[src/hdl/bcr_pkg.sv]
// bcr_pkg: shared constants and types of the bridge configuration header and command block
package bcr_pkg;

    // access types, one-hot; ROP, RWP and RWCP survive a hot reset
    typedef enum logic [5:0] {
        ACC_RO   = 6'h01,
        ACC_ROP  = 6'h02,
        ACC_RW   = 6'h04,
        ACC_RWC  = 6'h08,
        ACC_RWP  = 6'h10,
        ACC_RWCP = 6'h20
    } bcr_acc_t;

    // configuration byte offsets, dword aligned
    localparam logic [11:0] OFF_IDENT   = 12'h000;
    localparam logic [11:0] OFF_COMMAND = 12'h004;

    // identification field positions
    localparam int VENDOR_LSB  = 0;
    localparam int PRODUCT_LSB = 16;

    // command field positions
    localparam int CMD_W          = 9;
    localparam int CMD_IO_EN      = 0;
    localparam int CMD_MEM_EN     = 1;
    localparam int CMD_MASTER_EN  = 2;
    localparam int CMD_SPECIAL    = 3;
    localparam int CMD_MWI        = 4;
    localparam int CMD_VGA_SNOOP  = 5;
    localparam int CMD_PARITY_RSP = 6;
    localparam int CMD_WAIT_CYC   = 7;
    localparam int CMD_SYSERR_EN  = 8;

    // master data parity error status position in the dword at 04h
    localparam int STAT_MDPE_BIT = 24;

    // reset values
    localparam logic [CMD_W-1:0] CMD_RST  = 9'h000;
    localparam logic             MDPE_RST = 1'h0;

    // access type of each command bit
    localparam bcr_acc_t CMD_ACC [CMD_W] = '{
        ACC_RW, ACC_RW, ACC_RW, ACC_RO, ACC_RO, ACC_RW, ACC_RW, ACC_RO, ACC_RW
    };

    // vga palette i/o addresses, low ten address bits only
    localparam logic [9:0] VGA_PAL_A = 10'h3C6;
    localparam logic [9:0] VGA_PAL_B = 10'h3C8;
    localparam logic [9:0] VGA_PAL_C = 10'h3C9;

    // configuration transaction from the primary interface
    typedef struct packed {
        logic        valid;
        logic        write;
        logic [11:0] addr;
        logic [3:0]  be;
        logic [31:0] wdata;
    } bcr_cfg_req_t;

    // configuration answer
    typedef struct packed {
        logic        ack;
        logic [31:0] rdata;
    } bcr_cfg_rsp_t;

    // decode and master enables handed to the bridge core
    typedef struct packed {
        logic io_target_en;
        logic mem_read_en;
        logic primary_master_en;
        logic secondary_target_en;
        logic split_cpl_en;
        logic parity_rsp_en;
    } bcr_ctrl_t;

endpackage

[src/hdl/bcr_field.sv]
// bcr_field: one configuration field of selectable access type
`timescale 1ns/1ps
`default_nettype none
module bcr_field #(
    parameter int                       W   = 1,
    parameter bcr_pkg::bcr_acc_t        ACC = bcr_pkg::ACC_RW,
    parameter logic [W-1:0]             RST = '0
) (
    input  wire logic                   clk_i,
    input  wire logic                   rst_n_i,
    input  wire logic                   hot_rst_i,
    input  wire logic [W-1:0]           wmask_i,
    input  wire logic [W-1:0]           wdata_i,
    input  wire logic [W-1:0]           set_i,
    output logic      [W-1:0]           q_o
);
    import bcr_pkg::*;

    typedef struct packed {
        logic [W-1:0] val;
    } bcr_field_st_t;

    localparam bit STICKY = (ACC == ACC_ROP) || (ACC == ACC_RWP) || (ACC == ACC_RWCP);

    bcr_field_st_t st;
    bcr_field_st_t next_st;

    generate
        if (W < 1) begin : g_bad_width
            $error("bcr_field width must be at least one");
        end
    endgenerate

    // next value by access type; hardware set beats a same-cycle clear
    always_comb begin
        next_st = st;
        case (ACC)
            ACC_RO:           next_st.val = RST;
            ACC_ROP:          next_st.val = set_i;
            ACC_RW, ACC_RWP:  next_st.val = (wdata_i & wmask_i) | (st.val & ~wmask_i);
            ACC_RWC, ACC_RWCP: next_st.val = (st.val & ~(wdata_i & wmask_i)) | set_i;
            default:          next_st.val = RST;
        endcase
        // sticky fields ride through a hot reset, others fall back
        if (hot_rst_i && !STICKY) begin
            next_st.val = RST;
        end
    end

    always_ff @(posedge clk_i) begin
        if (!rst_n_i) begin
            st.val <= RST;
        end else begin
            st <= next_st;
        end
    end

    assign q_o = st.val;
endmodule
`default_nettype wire

[src/hdl/bcr_config.sv]
// bcr_config: transparent-mode identification and command registers of the bridge
`timescale 1ns/1ps
`default_nettype none
// How it works
// - writing one clears a write-one-clear bit
// - sticky variants of RO, RW, W1C exist
// - low half of dword 00h: fixed vendor code
// - high half of dword 00h: fixed product code
// - io enable gates primary io target response
// - memory enable gates primary memory read acceptance
// - master enable off blocks primary mastering, secondary response
// - split completions allowed in reverse pci-x mode
// - special cycle bit reads zero, read only
// - write-and-invalidate bit reads zero, read only
// - palette snoop writable reverse only, decodes palette
// - parity response sets master parity error status
// - wait cycle bit reads zero, read only
// - error enable sends forward error messages
// - error enable drives system error pin reverse
module bcr_config #(
    parameter logic [15:0]              VENDOR_CODE  = 16'h1A2B,  // arbitrary value
    parameter logic [15:0]              PRODUCT_CODE = 16'h3C4D   // arbitrary value
) (
    input  wire logic                   clk_i,
    input  wire logic                   rst_n_i,
    input  wire logic                   hot_rst_i,
    input  wire bcr_pkg::bcr_cfg_req_t  cfg_req_i,
    output bcr_pkg::bcr_cfg_rsp_t       cfg_rsp_o,
    input  wire logic                   reverse_mode_i,
    input  wire logic                   pcix_mode_i,
    input  wire logic                   vga_io_write_i,
    input  wire logic [9:0]             vga_io_addr_i,
    output logic                        vga_palette_hit_o,
    input  wire logic                   parity_event_i,
    input  wire logic                   error_event_i,
    input  wire logic                   error_fatal_i,
    output logic                        error_msg_o,
    output logic                        error_msg_fatal_o,
    output logic                        system_error_out_n_o,
    output logic                        system_error_oe_o,
    output bcr_pkg::bcr_ctrl_t          ctrl_o
);
    import bcr_pkg::*;

    typedef struct packed {
        logic         rev_meta;
        logic         rev_sync;
        logic         pcix_meta;
        logic         pcix_sync;
        bcr_cfg_rsp_t rsp;
        logic         msg;
        logic         msg_fatal;
        logic         serr_n;
    } bcr_cfg_st_t;

    bcr_cfg_st_t      st;
    bcr_cfg_st_t      next_st;
    logic [31:0]      wmask;
    logic             cmd_hit;
    logic [CMD_W-1:0] cmd_wmask;
    logic [CMD_W-1:0] cmd;
    logic             mdpe;
    logic             mdpe_set;
    logic [31:0]      rd_word;

    // byte enables widen to a bit mask; only a write to the command dword touches it
    always_comb begin
        for (int b = 0; b < 4; b++) begin
            wmask[8*b +: 8] = {8{cfg_req_i.be[b]}};
        end
        cmd_hit = cfg_req_i.valid && cfg_req_i.write && (cfg_req_i.addr[11:2] == OFF_COMMAND[11:2]);
        cmd_wmask = cmd_hit ? wmask[CMD_W-1:0] : '0;
        // palette snoop bit only takes writes in reverse mode
        if (!st.rev_sync) begin
            cmd_wmask[CMD_VGA_SNOOP] = 1'b0;
        end
    end

    // one cell per command bit, access type from the table
    generate
        for (genvar i = 0; i < CMD_W; i++) begin : g_cmd
            bcr_field #(
                .W   (1),
                .ACC (CMD_ACC[i]),
                .RST (CMD_RST[i])
            ) u_bit (
                .clk_i     (clk_i),
                .rst_n_i   (rst_n_i),
                .hot_rst_i (hot_rst_i),
                .wmask_i   (cmd_wmask[i]),
                .wdata_i   (cfg_req_i.wdata[i]),
                .set_i     (1'b0),
                .q_o       (cmd[i])
            );
        end
    endgenerate

    // parity events latch only while parity response is enabled
    assign mdpe_set = parity_event_i && cmd[CMD_PARITY_RSP];

    bcr_field #(
        .W   (1),
        .ACC (ACC_RWC),
        .RST (MDPE_RST)
    ) u_mdpe (
        .clk_i     (clk_i),
        .rst_n_i   (rst_n_i),
        .hot_rst_i (hot_rst_i),
        .wmask_i   (cmd_hit && cfg_req_i.be[STAT_MDPE_BIT/8]),
        .wdata_i   (cfg_req_i.wdata[STAT_MDPE_BIT]),
        .set_i     (mdpe_set),
        .q_o       (mdpe)
    );

    // read mux; unmapped dwords and unimplemented bits read zero
    always_comb begin
        rd_word = 32'h0000_0000;
        case (cfg_req_i.addr[11:2])
            OFF_IDENT[11:2]: begin
                rd_word[VENDOR_LSB  +: 16] = VENDOR_CODE;
                rd_word[PRODUCT_LSB +: 16] = PRODUCT_CODE;
            end
            OFF_COMMAND[11:2]: begin
                rd_word[CMD_W-1:0]    = cmd;
                rd_word[STAT_MDPE_BIT] = mdpe;
            end
            default: rd_word = 32'h0000_0000;
        endcase
    end

    // strap sync, answer register and error reporting
    always_comb begin
        next_st = st;
        // mode straps come from pins, so two flops before any use
        next_st.rev_meta  = reverse_mode_i;
        next_st.rev_sync  = st.rev_meta;
        next_st.pcix_meta = pcix_mode_i;
        next_st.pcix_sync = st.pcix_meta;
        // every request is answered one cycle later; writes return zero data
        next_st.rsp.ack   = cfg_req_i.valid;
        next_st.rsp.rdata = (cfg_req_i.valid && !cfg_req_i.write) ? rd_word : 32'h0000_0000;
        // errors go upstream as messages forward, on the pin in reverse
        next_st.msg       = error_event_i && cmd[CMD_SYSERR_EN] && !st.rev_sync;
        next_st.msg_fatal = error_event_i && error_fatal_i && cmd[CMD_SYSERR_EN] && !st.rev_sync;
        next_st.serr_n    = !(error_event_i && cmd[CMD_SYSERR_EN] && st.rev_sync);
    end

    always_ff @(posedge clk_i) begin
        if (!rst_n_i) begin
            st.rev_meta  <= 1'b0;
            st.rev_sync  <= 1'b0;
            st.pcix_meta <= 1'b0;
            st.pcix_sync <= 1'b0;
            st.rsp       <= '0;
            st.msg       <= 1'b0;
            st.msg_fatal <= 1'b0;
            st.serr_n    <= 1'b1;
        end else begin
            st <= next_st;
        end
    end

    // enables follow the command bits directly so the core sees a write next cycle
    always_comb begin
        ctrl_o.io_target_en        = cmd[CMD_IO_EN];
        ctrl_o.mem_read_en         = cmd[CMD_MEM_EN];
        ctrl_o.primary_master_en   = cmd[CMD_MASTER_EN];
        ctrl_o.secondary_target_en = cmd[CMD_MASTER_EN];
        ctrl_o.split_cpl_en        = cmd[CMD_MASTER_EN] || (st.rev_sync && st.pcix_sync);
        ctrl_o.parity_rsp_en       = cmd[CMD_PARITY_RSP];
    end

    // palette decode ignores address bits above nine, isa aliases included
    assign vga_palette_hit_o = cmd[CMD_VGA_SNOOP] && st.rev_sync && vga_io_write_i &&
                               ((vga_io_addr_i == VGA_PAL_A) || (vga_io_addr_i == VGA_PAL_B) ||
                                (vga_io_addr_i == VGA_PAL_C));

    assign cfg_rsp_o            = st.rsp;
    assign error_msg_o          = st.msg;
    assign error_msg_fatal_o    = st.msg_fatal;
    assign system_error_out_n_o = st.serr_n;
    assign system_error_oe_o    = !st.serr_n;   // open drain: drive only while asserting
endmodule
`default_nettype wire

[config.mk]
export PLATFORM = sky130hd
export DESIGN_NAME = bcr_config
export DESIGN_NICKNAME = d
export VERILOG_FILES = /design/src/hdl/bcr_pkg.sv /design/src/hdl/bcr_field.sv /design/src/hdl/bcr_config.sv
export SDC_FILE = /design/constraint.sdc
export NUM_CORES = 1
export LEC_CHECK = 0
export BUFFER_PORTS_ARGS = -buffer_cell sky130_fd_sc_hd__clkbuf_2
export CORE_AREA = 2 2 64 66
export DETAILED_ROUTE_END_ITERATION = 7
export DIE_AREA = 0 0 66 68
export GPL_TIMING_DRIVEN = 0
export PLACE_DENSITY = 0.74
export SETUP_SLACK_MARGIN = 0.05
export SYNTH_ARGS = -nofsm -noshare
export SYNTH_HDL_FRONTEND = slang
export SYNTH_SLANG_ARGS = --single-unit
[constraint.sdc]
create_clock -name clk_i -period 1.65 [get_ports clk_i]
set_clock_uncertainty 0.15 [all_clocks]
set_input_delay 0.33 -clock clk_i [delete_from_list [all_inputs] [get_ports clk_i]]
set_output_delay 0.33 -clock clk_i [all_outputs]
set_load 0.02 [all_outputs]
# Word level (Yosys, flattened, before mapping)
# Index checks and enable logic that the tools add are counted.
# word_totals
register_bits	47
input_bits	69
elab_cells	81
# classes
n_eq_ne	4
mux	5
bitwise_logic	29
reduce_logical	26
# ops
cell	count
10-bit equality test (second input constant)	3
9-bit case mux with 2 select lines	1
1-bit logical AND	15
1-bit AND	14
14-bit two-way mux	1
10-bit by 1-bit equality test with 1-bit output (second input constant)	1
10-bit zero test	1
9-bit two-way mux	1
1-bit inverter	8
1-bit bitwise OR	7
5-bit two-way mux	1
1-bit zero test	4
1-bit logical OR	3
3-bit AND reduction	1
2-bit AND reduction	1
2-bit OR reduction	1
1-bit two-way mux	1

# Logic depth before layout (Yosys ltp)
# depth
word_depth	7
ltp_mapped	4
mapped_depth_nobuf	3

# Modules after synthesis
# A second synthesis with hierarchy kept.
# unflattened
hier_cells	133
hier_area_um2	1338.8
# by_module_without_submodules
mod	instances	cells_per_inst	area_per_inst_um2
bcr_config	1	105	1008.5
bcr_field (g_cmd[0].u_bit ...)	6	3	42.5
bcr_field (u_mdpe)	1	4	41.3
bcr_field (g_cmd[3].u_bit ...)	3	2	11.3

# Worst setup path after synthesis
# Ideal clock, no wire load.
# synth_timing
kind	reg2out
from	reg (tool-made name)
to	out vga_palette_hit_o
arrival_time_ns	1.418
slack_ns	-0.248
stages_incl_launch_ff	4
n_path_buf	0
cell_sequence	dfxtp_1 > inv_1 > or3_1 > nor4_1
# synth_rtl
item	line	source
end, declared	bcr_config.sv:33	output logic vga_palette_hit_o,

==> flow_summary.toml <==
[outcome]
status = "finished, violations left"
violations = "setup timing"

[sta]
setup_tns_ns = -0.364
period_minus_slack_ns = 1.93
rsz0062_at_grt = "yes"
timing.fmax_mhz = 518
period_share_pct = 117
drv_slew = 0
setup_slack_ns = -0.281
final-hold-violation-count = 0
finalSetupViolations = 6

[final_layout]
area_growth_pct = 52.4
nFillCells = 399
fin_cells = 275
layout_common_cells = "clkbuf_2, buf_4, dfxtp_1"
nets = 296
layout_commonest_cell = "clkbuf_2"
drive_above_1_share_pct = 60.9
antennaDiodeCount = 0
fin_area_mm2 = 0.00184

[hold_path]
holdPathEnd = "system_error_out_n_o"
min_from = "error_event_i"
hp-class = "in -> reg"
whs_path_depth = 2

[pwr]
max-vdd-ir-drop_mv = 0.280
clockPowerShare_pct = 30.8
p_comb_share_pct = 14.5
internal_power_w = 0.000823
power_density_mw_per_mm2 = 583
net-switching-power_w = 0.000252
leakage_nw = 0.970
switching_share_pct = 23.4
seqPwrFrac_pct = 54.6

[die]
initial_core_util_pct = 31.4
design.die.area_mm2 = 0.00449
fp.dieW_um = 66
coreArea_mm2 = 0.00386
io_pins = 113
fp-row-count = 23
die_height_um = 68

[yosys]
syn_inst = 134
synth_seq_cells = 24
yosys.area.top_type = "dfxtp_1"
synth_edf_count = 0
avgSynthCellArea_um2 = 9.03
synth.top_cell.area_share_pct = 39.7
ys.flop_type = "dfxtp_1"
synth-seq-area-share_pct = 39.7
yosys_warnings = 0
async_flop_share_pct = 0
yosysUniqueCellTypes = 26
syn_area_mm2 = 0.00121
yosys-top-cells-area = "dfxtp_1, buf_4, and2_1, mux2i_1, nand2_1"

[cts]
htreeDepth = 1
cts_num_sinks = 24
cts_made_buffers = 3
cts_hold_buf = 0
clock_path_buffers = 2
clk_latency_ns = 0.26
path_clk_slew_ns = 0.08
root_buffer = "clkbuf_8"
cts_tree = "built"

[place]
port_buffers = 71
finalWeightedCongestion = 0.768
placedCellCount = 267
dp_hpwl_mm = 2.10
pre_cts_ws_ns = -0.280
place_area_mm2 = 0.00168

[critical_path]
critPathArrivalTime_ns = 1.45
cp-end-kind = "output pin"
start_kind = "register"
required_ns = 1.17
critical_path.max_fanout = 2
r2r_cells = 3
critPathKind = "reg -> out"
r2r-start = "st[38]"
r2r_slack_ns = 0.36

[grt]
track_usage_pct = 11.3
grt_pass1_wl_mm = 3.77
antenna_found_initial = 0
grt_overflow = 0
grt_max_degree = 13
grt_pass1_vias = 860

[detailed_routing]
avgRoutedWirePerCell_um = 9.80
post_drt_via_cell_ratio = 3.93
wl_mm = 2.70
vias = 1081
ant_nets = 0
firstDrtPassIters = 2
drc = 0
drtIter0Drc = 13

[run]
maxCapViolCount = 0
critical path: stages (launching register included):
cell	delay [ns]
dfxtp_2	0.34
inv_2	0.04
or3_4	0.37
nor4_4	0.26
buf_4	0.18
power by group through the flow:
| stage | clock network [W] | logic, W | registers, W |
|---|---|---|---|
| finish | 0.000331 | 0.000156 | 0.000587 |
| global route | 0.000361 | 0.000170 | 0.000588 |
| CTS | 0.000346 | 0.000146 | 0.000587 |
| detailed placement | 0 | 0.000142 | 0.000601 |
| global placement | 0 | 0.000140 | 0.000601 |
| floorplan | 0 | 0.0000810 | 0.000600 |
what timing repair did:
| item | CTS | global route |
|---|---|---|
| endpoints found under the hold margin | 0 | 0 |
| gates resized for setup | 10 | 12 |
| setup buffers | 3 | 2 |
| pin swaps | 3 | 3 |
| endpoints found under the setup margin | 25 | 14 |
metrics by stage:
stage	util, %	hold WS, ns	total power [W]
final	47.8	0.116	0.00107
after global routing	47.8	0.116	0.00112
after detailed placement	43.5	0.275	0.000743
after CTS	46.1	0.108	0.00108
after global placement	43.5	0.265	0.000741
after floorplan	-	0.242	0.000681
synth_stat cells, types with 2 or more instances:
master   count
mux2i_1      6
nand4_1      3
nand3_1      3
nor2_1       5
a21oi_1      4
nor4_1       5
inv_1        4
dfxtp_1     24
buf_4       38
and2_1      11
nand2_1     15
or4_4        2
worst max-delay path by stage:
stage / slack, ns / start / to
3_5_place_dp: -0.28 / cfg_req_i[45] / register
5_1_grt: -0.35 / register / vga_palette_hit_o
3_3_place_gp: -0.28 / cfg_req_i[45] / register
2_1_floorplan: -0.16 / cfg_req_i[45] / cfg_rsp_o[0]
6_report: -0.28 / register / vga_palette_hit_o
4_1_cts: -0.31 / register / vga_palette_hit_o
final cells by class:
class / instances / area, um2 / area share (%)
inverters: 4 / 15.0 / 0.814
plain buffers: 40 / 300 / 16.3
repair buffers: 76 / 404 / 21.9
clock buffers: 3 / 41.3 / 2.24
well taps: 50 / 62.6 / 3.39
multi-input cells: 78 / 538 / 29.2
flip-flops and latches: 24 / 483 / 26.2
metal layers:
metal	routed length, um	GRT usage, %	vias up
li1	-	-	574
met1	1050	12.7	455
met2	1380	20.1	50
met3	245	2.47	2
met4	24	6.12	0
met5	0	0	-
cell families (layout without fill, tap and decap cells):
group | Yosys count | count (layout) | share of synthesized area [%]
AO/OA/AOI/OAI | 6 | 6 | 2.69
buffers and inverters | 44 | 123 | 26.1
flip-flops | 24 | 24 | 39.7
multiplexers | 6 | 6 | 4.96
other | 1 | 13 | 0.310
AND/OR/NAND/NOR | 53 | 53 | 26.3
Power figures use the tool's default switching activity.
